### src/verilog/idtw_pkg.sv
/*
  Shared constants for the inter-drive token writer: role and start codes,
  frame function codes, the token register, limits and timing.
  Assumes a single 10 MHz system clock.
*/
package idtw_pkg;

  // Clock rate and time base
  localparam int unsigned CLK_HZ        = 10_000_000;  // System clock rate
  localparam int unsigned TICK_US       = 1000;        // Timeout unit, us
  localparam int unsigned TICK_CYC      = (CLK_HZ / 1_000_000) * TICK_US;

  // Role selection codes
  localparam logic [7:0] ROLE_ADMIN     = 8'h02;       // Administrator
  localparam logic [7:0] ROLE_PART      = 8'h01;       // Participating master

  // Start method codes
  localparam logic [7:0] START_INPUT    = 8'h00;       // Run while input is on
  localparam logic [7:0] START_ALWAYS   = 8'h01;       // Run continuously

  // Error action code that keeps the rotation going
  localparam logic [7:0] ERR_IGNORE     = 8'h02;

  // Node address limits
  localparam logic [7:0] ADMIN_NODE     = 8'h01;       // Administrator address
  localparam logic [7:0] BCAST_NODE     = 8'h00;       // Broadcast address
  localparam logic [7:0] MASTER_MIN     = 8'h01;       // Rotation range low
  localparam logic [7:0] MASTER_MAX     = 8'h08;       // Rotation range high
  localparam logic [7:0] DEST_MAX       = 8'hf7;       // Highest slave address

  // Write sets
  localparam int unsigned NSETS         = 5;           // Sets per master
  localparam logic [2:0]  WCNT_MAX      = 3'h5;        // Highest write count

  // Frame contents
  localparam logic [7:0]  FC_WRITE_ONE  = 8'h06;       // Write single register
  localparam logic [15:0] TOKEN_REG     = 16'hfff0;    // Token hand-over register

  // Sequencer states, Gray along idle-grant-wait-send-xmit-done-halt
  typedef enum logic [2:0] {
    IDTW_IDLE  = 3'b000,
    IDTW_GRANT = 3'b001,
    IDTW_WAIT  = 3'b011,
    IDTW_SEND  = 3'b010,
    IDTW_XMIT  = 3'b110,
    IDTW_DONE  = 3'b111,
    IDTW_HALT  = 3'b101
  } idtw_state_t;

endpackage : idtw_pkg

### src/verilog/idtw_core.sv
/*
  Inter-drive token writer: rotates the master role over a node range
  (administrator), sends the configured single-register writes when this
  node is master, and stores writes aimed at this node.
  Assumes a frame transmitter and receiver on the same clock that handle
  RTU framing, CRC and silent intervals.
*/
module idtw_core
  import idtw_pkg::*;
#(
  parameter int unsigned TICK_CYCLES = TICK_CYC  // Cycles per timeout unit
) (
  // Clock and reset
  input  wire logic                clk_sys,
  input  wire logic                arst_n,
  // Configuration
  input  wire logic [7:0]          node_address_setting,
  input  wire logic [7:0]          comm_role_selection,
  input  wire logic [7:0]          first_master_node,
  input  wire logic [7:0]          last_master_node,
  input  wire logic [7:0]          exchange_start_method,
  input  wire logic [7:0]          reception_timeout,    // Units, zero = none
  input  wire logic [7:0]          comm_error_action,
  input  wire logic [2:0]          write_count,
  input  wire logic [NSETS*8-1:0]  dest_node_sets,       // Set k at [8k+:8]
  input  wire logic [NSETS*16-1:0] dest_register_sets,   // Zero-based
  input  wire logic [NSETS*16-1:0] source_register_sets, // Zero-based
  // Activation pin
  input  wire logic                exchange_activation_input,
  // Local holding register read
  output logic [15:0]              src_addr_ff,
  input  wire logic [15:0]         src_data,
  // Local holding register write
  output logic                     hr_wr_ff,
  output logic [15:0]              hr_wr_addr_ff,
  output logic [15:0]              hr_wr_data_ff,
  // Frame transmitter
  output logic                     tx_req_ff,
  output logic [7:0]               tx_node_ff,
  output logic [7:0]               tx_func_ff,
  output logic [15:0]              tx_reg_ff,
  output logic [15:0]              tx_data_ff,
  input  wire logic                tx_done,
  // Frame receiver
  input  wire logic                rx_valid,
  input  wire logic [7:0]          rx_node,
  input  wire logic [7:0]          rx_func,
  input  wire logic [15:0]         rx_reg,
  input  wire logic [15:0]         rx_data,
  // Status
  output logic                     is_admin_ff,
  output logic                     is_master_ff,
  output logic                     timeout_err_ff,
  output logic [7:0]               cur_master_ff
);

  idtw_state_t state_ff;       // Sequencer state
  logic [1:0]  act_sync_ff;    // Activation pin synchroniser
  logic [2:0]  idx_ff;         // Current write set
  logic        sent_ff;        // Frame of this state issued
  logic        is_admin;       // Configured as administrator
  logic        is_part;        // Configured as participant
  logic        range_ok;       // Rotation range legal
  logic        run_en;         // Rotation may proceed
  logic [2:0]  wcnt;           // Effective write count
  logic [7:0]  set_node;       // Node of current set
  logic        set_ok;         // Current set destination legal
  logic [7:0]  nxt_master;     // Following node in rotation
  logic        tok_me;         // Token broadcast naming this node
  logic        done_rx;        // Current master reports end of turn
  logic        tmo;            // Wait expired

  assign is_admin = node_address_setting == ADMIN_NODE
                    && comm_role_selection == ROLE_ADMIN;
  assign is_part  = comm_role_selection == ROLE_PART;
  assign range_ok = first_master_node >= MASTER_MIN
                    && last_master_node <= MASTER_MAX
                    && first_master_node <= last_master_node;
  assign run_en   = is_admin && range_ok
                    && (exchange_start_method == START_ALWAYS
                        || (exchange_start_method == START_INPUT
                            && act_sync_ff[1]));
  assign wcnt     = (write_count > WCNT_MAX) ? 3'h0 : write_count;
  assign set_node = dest_node_sets[idx_ff*8 +: 8];
  assign set_ok   = set_node != BCAST_NODE && set_node <= DEST_MAX;
  assign nxt_master = (cur_master_ff >= last_master_node)
                      ? first_master_node
                      : cur_master_ff + 8'h1;
  // Token and end-of-turn frames, carried as ordinary writes
  assign tok_me   = rx_valid && rx_node == BCAST_NODE && rx_func == FC_WRITE_ONE
                    && rx_reg == TOKEN_REG && rx_data[7:0] == node_address_setting;
  assign done_rx  = rx_valid && rx_node == ADMIN_NODE && rx_func == FC_WRITE_ONE
                    && rx_reg == TOKEN_REG && rx_data[7:0] == cur_master_ff;

  // Reception wait timer
  idtw_timeout #(
    .TICK_CYCLES (TICK_CYCLES)
  ) u_tmo (
    .clk_sys (clk_sys),
    .arst_n  (arst_n),
    .run     (state_ff == IDTW_WAIT),
    .limit   (reception_timeout),
    .expired (tmo)
  );

  // Activation pin, two flops before use
  always_ff @(posedge clk_sys or negedge arst_n) begin
    if (!arst_n) begin
      act_sync_ff <= 2'h0;
    end else begin
      act_sync_ff <= {act_sync_ff[0], exchange_activation_input};
    end
  end

  // Role flags for status
  always_ff @(posedge clk_sys or negedge arst_n) begin
    if (!arst_n) begin
      is_admin_ff <= 1'b0;
    end else begin
      is_admin_ff <= is_admin;
    end
  end

  // Store writes addressed to this node, master or not
  always_ff @(posedge clk_sys or negedge arst_n) begin
    if (!arst_n) begin
      hr_wr_ff      <= 1'b0;
      hr_wr_addr_ff <= 16'h0;
      hr_wr_data_ff <= 16'h0;
    end else begin
      hr_wr_ff <= 1'b0;
      if (rx_valid && rx_node == node_address_setting
          && rx_func == FC_WRITE_ONE && rx_reg != TOKEN_REG) begin
        hr_wr_ff      <= 1'b1;
        hr_wr_addr_ff <= rx_reg;
        hr_wr_data_ff <= rx_data;
      end
    end
  end

  // Sequencer: grant, wait, send, report
  always_ff @(posedge clk_sys or negedge arst_n) begin
    if (!arst_n) begin
      state_ff       <= IDTW_IDLE;
      idx_ff         <= 3'h0;
      sent_ff        <= 1'b0;
      is_master_ff   <= 1'b0;
      timeout_err_ff <= 1'b0;
      cur_master_ff  <= MASTER_MIN;
      src_addr_ff    <= 16'h0;
      tx_req_ff      <= 1'b0;
      tx_node_ff     <= 8'h0;
      tx_func_ff     <= 8'h0;
      tx_reg_ff      <= 16'h0;
      tx_data_ff     <= 16'h0;
    end else begin
      tx_req_ff <= 1'b0;
      case (state_ff)
        // Waiting: admin starts rotation, participants wait for a grant
        IDTW_IDLE: begin
          is_master_ff <= 1'b0;
          sent_ff      <= 1'b0;
          if (run_en) begin
            cur_master_ff <= first_master_node;
            state_ff      <= IDTW_GRANT;
          end else if (!is_admin && is_part && tok_me) begin
            is_master_ff <= 1'b1;
            idx_ff       <= 3'h0;
            state_ff     <= IDTW_SEND;
          end
        end
        // Admin hands the role to the current node
        IDTW_GRANT: begin
          if (!run_en) begin
            state_ff <= IDTW_IDLE;
          end else if (cur_master_ff == node_address_setting) begin
            is_master_ff <= 1'b1;
            idx_ff       <= 3'h0;
            state_ff     <= IDTW_SEND;
          end else if (!sent_ff) begin
            tx_req_ff  <= 1'b1;
            tx_node_ff <= BCAST_NODE;
            tx_func_ff <= FC_WRITE_ONE;
            tx_reg_ff  <= TOKEN_REG;
            tx_data_ff <= {8'h0, cur_master_ff};
            sent_ff    <= 1'b1;
          end else if (tx_done) begin
            sent_ff  <= 1'b0;
            state_ff <= IDTW_WAIT;
          end
        end
        // Admin waits for the end-of-turn report
        IDTW_WAIT: begin
          if (done_rx) begin
            cur_master_ff <= nxt_master;
            state_ff      <= IDTW_GRANT;
          end else if (tmo) begin
            timeout_err_ff <= 1'b1;
            if (comm_error_action == ERR_IGNORE) begin
              cur_master_ff <= nxt_master;
              state_ff      <= IDTW_GRANT;
            end else begin
              state_ff <= IDTW_HALT;
            end
          end
        end
        // Pick the next write set, or finish the turn
        IDTW_SEND: begin
          sent_ff <= 1'b0;
          if (idx_ff >= wcnt) begin
            state_ff <= IDTW_DONE;
          end else if (!set_ok) begin
            idx_ff <= idx_ff + 3'h1;
          end else begin
            src_addr_ff <= source_register_sets[idx_ff*16 +: 16];
            state_ff    <= IDTW_XMIT;
          end
        end
        // Send one set with the local value just read
        IDTW_XMIT: begin
          if (!sent_ff) begin
            tx_req_ff  <= 1'b1;
            tx_node_ff <= set_node;
            tx_func_ff <= FC_WRITE_ONE;
            tx_reg_ff  <= dest_register_sets[idx_ff*16 +: 16];
            tx_data_ff <= src_data;
            sent_ff    <= 1'b1;
          end else if (tx_done) begin
            idx_ff   <= idx_ff + 3'h1;
            state_ff <= IDTW_SEND;
          end
        end
        // End of turn: admin advances, others report back
        IDTW_DONE: begin
          if (is_admin) begin
            is_master_ff  <= 1'b0;
            cur_master_ff <= nxt_master;
            state_ff      <= IDTW_GRANT;
          end else if (!sent_ff) begin
            tx_req_ff  <= 1'b1;
            tx_node_ff <= ADMIN_NODE;
            tx_func_ff <= FC_WRITE_ONE;
            tx_reg_ff  <= TOKEN_REG;
            tx_data_ff <= {8'h0, node_address_setting};
            sent_ff    <= 1'b1;
          end else if (tx_done) begin
            sent_ff  <= 1'b0;
            state_ff <= IDTW_IDLE;
          end
        end
        // Stopped after timeout until reset
        IDTW_HALT: begin
          is_master_ff <= 1'b0;
        end
        default: begin
          state_ff <= IDTW_IDLE;
        end
      endcase
    end
  end
endmodule : idtw_core

### src/verilog/idtw_timeout.sv
/*
  Reception timeout timer: a prescaler makes a one-cycle tick per time
  unit, a counter of ticks fires a one-cycle expiry pulse.
  Assumes run is held for the whole wait and dropped to restart.
*/
module idtw_timeout
  import idtw_pkg::*;
#(
  parameter int unsigned TICK_CYCLES = TICK_CYC  // Cycles per time unit
) (
  // Clock and reset
  input  wire logic       clk_sys,
  input  wire logic       arst_n,
  // Control
  input  wire logic       run,       // Count while high
  input  wire logic [7:0] limit,     // Units before expiry, zero = never
  // Result
  output logic            expired    // One-cycle pulse
);

  logic [31:0] pre_ff;   // Prescaler
  logic [7:0]  cnt_ff;   // Elapsed units
  logic        tick;     // One unit elapsed

  assign tick = run && (pre_ff == TICK_CYCLES - 1);

  // Prescaler, restarted whenever the wait stops
  always_ff @(posedge clk_sys or negedge arst_n) begin
    if (!arst_n) begin
      pre_ff <= 32'h0;
    end else if (!run || tick) begin
      pre_ff <= 32'h0;
    end else begin
      pre_ff <= pre_ff + 32'h1;
    end
  end

  // Unit counter and expiry pulse
  always_ff @(posedge clk_sys or negedge arst_n) begin
    if (!arst_n) begin
      cnt_ff  <= 8'h0;
      expired <= 1'b0;
    end else if (!run) begin
      cnt_ff  <= 8'h0;
      expired <= 1'b0;
    end else begin
      expired <= 1'b0;
      if (tick && limit != 8'h0) begin
        if (cnt_ff + 8'h1 >= limit) begin
          cnt_ff  <= 8'h0;
          expired <= 1'b1;
        end else begin
          cnt_ff <= cnt_ff + 8'h1;
        end
      end
    end
  end

endmodule : idtw_timeout

### config.mk
export PLATFORM = sky130hd
export DESIGN_NAME = idtw_core
export DESIGN_NICKNAME = d
export VERILOG_FILES = /design/src/verilog/idtw_pkg.sv /design/src/verilog/idtw_core.sv /design/src/verilog/idtw_timeout.sv
export SDC_FILE = /design/constraint.sdc
export NUM_CORES = 1
export LEC_CHECK = 0
export BUFFER_PORTS_ARGS = -buffer_cell sky130_fd_sc_hd__buf_2
export CORE_AREA = 2 2 172 174
export DETAILED_ROUTE_END_ITERATION = 7
export DIE_AREA = 0 0 174 176
export HOLD_SLACK_MARGIN = 0.02
export RECOVER_POWER = 50
export SKIP_CTS_REPAIR_TIMING = 1
export SYNTH_ARGS = -nofsm -noshare
export SYNTH_HDL_FRONTEND = slang
export SYNTH_SLANG_ARGS = --single-unit
### constraint.sdc
create_clock -name clk_sys -period 2.4 [get_ports clk_sys]
set_input_delay 0.48 -clock clk_sys [delete_from_list [all_inputs] [get_ports clk_sys]]
set_output_delay 0.48 -clock clk_sys [all_outputs]
set_load 0.02 [all_outputs]
==> impl_metrics.csv <==
group,metric,value,unit
outcome,status,"finished, violations left",
worst_setup_path,ff2ff_setup_slack,-0.14,ns
sta,hold_viol,0,
clock_network,cts_buffers,17,
yosys,synth_flop_cell,"dfrtp_1",
drt,routed_wl,35500,um
yosys,synth_cells,969,
placement,gp_congestion,0.889,
clock_network,cts_sinks,152,
final_layout,nFillCells,2672,
worst_setup_path,worstSetupStartpointType,"flip-flop",
sta,tns,-2.22,ns
sta,slew_headroom,8.97,%
sta,clock_skew,0.0113,ns
sta,clock.fmax,0.394,GHz
yosys,synth.top_cells.by_area,"dfrtp_1, mux4_2, mux2_2",
worst_setup_path,worst_setup_path_end_kind,"flip-flop",
yosys,synth.top_cell.area_share,39.3,%
hold_path,hold_path.startpoint,"exchange_activation_input",
yosys,synthArstFlopShare,100,%
yosys,yosysMostFrequentCell,"dfrtp_1",
yosys,synth_xor_area_share,5.83,%
clock_network,clk_latency,0.43,ns
grt,overflow,0,
floorplanning,die_h,176,um
grt,grt_pass1_wl,52800,um
worst_setup_path,critPathMaxStageDelay,0.56,ns
sta,worst_slew_pin_slew,1.37,ns
worst_setup_path,worstSetupPathType,"flip-flop to flip-flop",
floorplanning,rows,62,
drt,viasPerCell,5.12,
worst_setup_path,reg2reg_from,"idx_ff[0]$_DFFE_PN0P_",
final_layout,seq_area,3810,um^2
final_layout,multi_input_area,6100,um^2
drt,met1_length,15400,um
hold_path,hold_path_depth,1,
sta,slew_viol_final,0,
final_layout,fin_nets,1880,
yosys,synth-simple-area-share,15.7,%
yosys,synth_area,9620,um^2
sta,period_share,106,%
floorplanning,core,28500,um^2
floorplanning,dieArea,30600,um^2
power_and_ir_drop,leakage,7.10,nW
drt,drt_first_iter_violations,492,
worst_setup_path,r2r_end,"src_addr_ff[10]$_DFFE_PN0P_",
sta,layout_setup_ws,-0.140,ns
grt,grt_pass1_vias,9571,
clock_network,cts_root_buf,"clkbuf_16",
yosys,synth_compound_area_share,14.6,%
yosys,synth_seq_area_share,39.6,%
final_layout,final_layout_size_suffix_gt1_share,54.2,%
hold_path,hold_path.class,"input port to flip-flop",
yosys,avgSynthCellArea,9.93,um^2
worst_setup_path,crit_path_top_delay_cell,"dfrtp_4",
yosys,yosys.area.top_type,"dfrtp_1",
grt,grt_start_max_net_pins,54,
drt,vias,9825,
yosys,synth_top_family_by_area,"multiplexers",
clock_network,clk_path_buf_depth,2,
drt,routed-wl-met2,17500,um
yosys,synth_edf_count,0,
floorplanning,boundaryPins,437,
yosys,yosysWarnings,0,
job,max_cap_viol_count,0,
worst_setup_path,crit_arrival,2.90,ns
sta,rsz0062_at_grt,"true",
sta,setup_viol,28,
drt,ant_nets,0,
power_and_ir_drop,vdd_drop_max,0.566,mV
hold_path,worstHoldEndpoint,"act_sync_ff[0]$_DFF_PN0_",
clock_network,htree_levels,4,
worst_setup_path,worst_path_most_repeated_cell,"buf_4",
worst_setup_path,critPathMaxFanout,8,
worst_setup_path,required,2.76,ns
final_layout,antennaDiodeCount,0,
grt,antenna_found_initial,1,
power_and_ir_drop,p_per_area,956,nW/um^2
yosys,ys_ff_latch,152,
clock_network,clk_pin_slew_worst_paths,0.08,ns
drt,wl_met3,1960,um
sta,min_period,2.54,ns
final_layout,area_growth,53.6,%
outcome,violations,"setup timing",
worst_setup_path,path_cells,"buf_4 > mux2i_1 > buf_4 > o21ai_0 > o21a_1 > nor3_1 > a22o_4 > buf_6 > nor2_4 > clkbuf_16 > nor2_1 > a21oi_1",
drt,drc,0,
floorplanning,start_util,33.7,%
grt,grt.total_usage,21.8,%
drt,routedWlPerCell,18.5,um
floorplanning,die_w,174,um
yosys,synth_cell_type_count,68,
placement,port_buffers,430,
yosys,synthTopCellsByCount,"dfrtp_1, nor2_1, a21oi_1",
sta,holdWs,0.148,ns
yosys,synthAdderAreaFrac,4.03,%
worst_setup_path,rr_worst_depth,12,
drt,dr.max_layer_used,"met5",
clock_network,cts_tree,"yes",
placement,hpwl,28200,um
drt,dr.pass1.iters,5,
yosys,synth_mux_area_share,15.9,%
==> stage by stage <==
| stage | setup slack, ns | utilization (%) | power (W) | cell area (um^2) | instances |
|---|---|---|---|---|---|
| 6_report | -0.140 | 51.7 | 0.0141 | 14800 | 1918 |
| 5_1_grt | -0.197 | 51.7 | 0.0149 | 14800 | 1918 |
| 3_3_place_gp | -0.550 | 46.9 | 0.0103 | 13400 | 1860 |
| 4_1_cts | -0.366 | 49.0 | 0.0132 | 14000 | 1892 |
| 3_5_place_dp | -0.580 | 46.9 | 0.0104 | 13400 | 1860 |
| 2_1_floorplan | -0.337 | - | 0.00772 | 9890 | 974 |
==> state kept, by name (all words and copies together), names as in the netlist, 8 cells and up <==
signal,count
tx_data_ff,16
u_tmo.cnt_ff,8
cur_master_ff,8
tx_reg_ff,16
src_addr_ff,16
hr_wr_addr_ff,16
u_tmo.pre_ff,32
tx_node_ff,8
hr_wr_data_ff,16
==> worst max-delay path by stage <==
stage,start,to,depth (start not counted)
finish,idx_ff[0]$_DFFE_PN0P_,src_addr_ff[10]$_DFFE_PN0P_,12
global route,idx_ff[0]$_DFFE_PN0P_,state_ff[1]$_DFFE_PN0P_,10
CTS,idx_ff[2]$_DFFE_PN0P_,state_ff[1]$_DFFE_PN0P_,8
detailed placement,rx_reg[1],state_ff[1]$_DFFE_PN0P_,9
global placement,rx_node[1],state_ff[1]$_DFFE_PN0P_,10
floorplan,last_master_node[7],state_ff[1]$_DFFE_PN0P_,8
==> cell usage in the layout (no fill, tap or decap), types with 31 or more instances in the layout <==
| cell type | synthesis | final |
|---|---|---|
| mux2_2 | 50 | 39 |
| xor2_1 | 44 | 43 |
| a21oi_2 | 1 | 31 |
| nor2_1 | 85 | 56 |
| mux4_2 | 32 | 32 |
| buf_2 | 4 | 413 |
| nand2_1 | 61 | 60 |
| o21ai_0 | 54 | 44 |
| dfrtp_1 | 151 | 148 |
| buf_4 | 9 | 135 |
| a21oi_1 | 71 | 39 |
==> report_power, final <==
| part | total, W | internal, W | switching [W] |
|---|---|---|---|
| clock network | 0.00273 | 0.00142 | 0.00131 |
| registers | 0.00378 | 0.00318 | 0.000603 |
| logic | 0.00761 | 0.00353 | 0.00409 |
| total | 0.0141 | 0.00812 | 0.00601 |
==> critical path, delay by kind of cell, from the launching register on <==
kind | cells | cell delay (ns)
buffers and inverters | 4 | 0.66
and+or+nand+nor | 3 | 0.33
AOI/OAI and AO/OA | 4 | 0.74
DFF | 1 | 0.56
muxes | 1 | 0.15
==> layout make-up <==
cell class	instances	area share (%)
Clock buffer	17	2.88
Sequential cell	152	25.8
Multi-Input combinational cell	723	41.3
Timing Repair Buffer	599	24.9
Inverter	28	0.737
Tap cell	384	3.25
Clock inverter	15	1.20
==> kinds of logic (layout without fill, tap and decap cells) <==
family	after synthesis	in the layout
mux	107	107
fa+ha+maj	31	31
buf+inv	99	659
other cells	1	6
flops	152	152
xor+xnor	64	64
compound gates	217	217
simple gates	298	298
==> per-layer routing <==
metal | global-route usage (%) | vias to the layer above
met2 | 36.8 | 337
met4 | 6.30 | 2
met3 | 3.96 | 41
met5 | 0 | -
li1 | - | 4649
met1 | 28.7 | 4796
No activity file was read; power rests on OpenSTA's default activity.
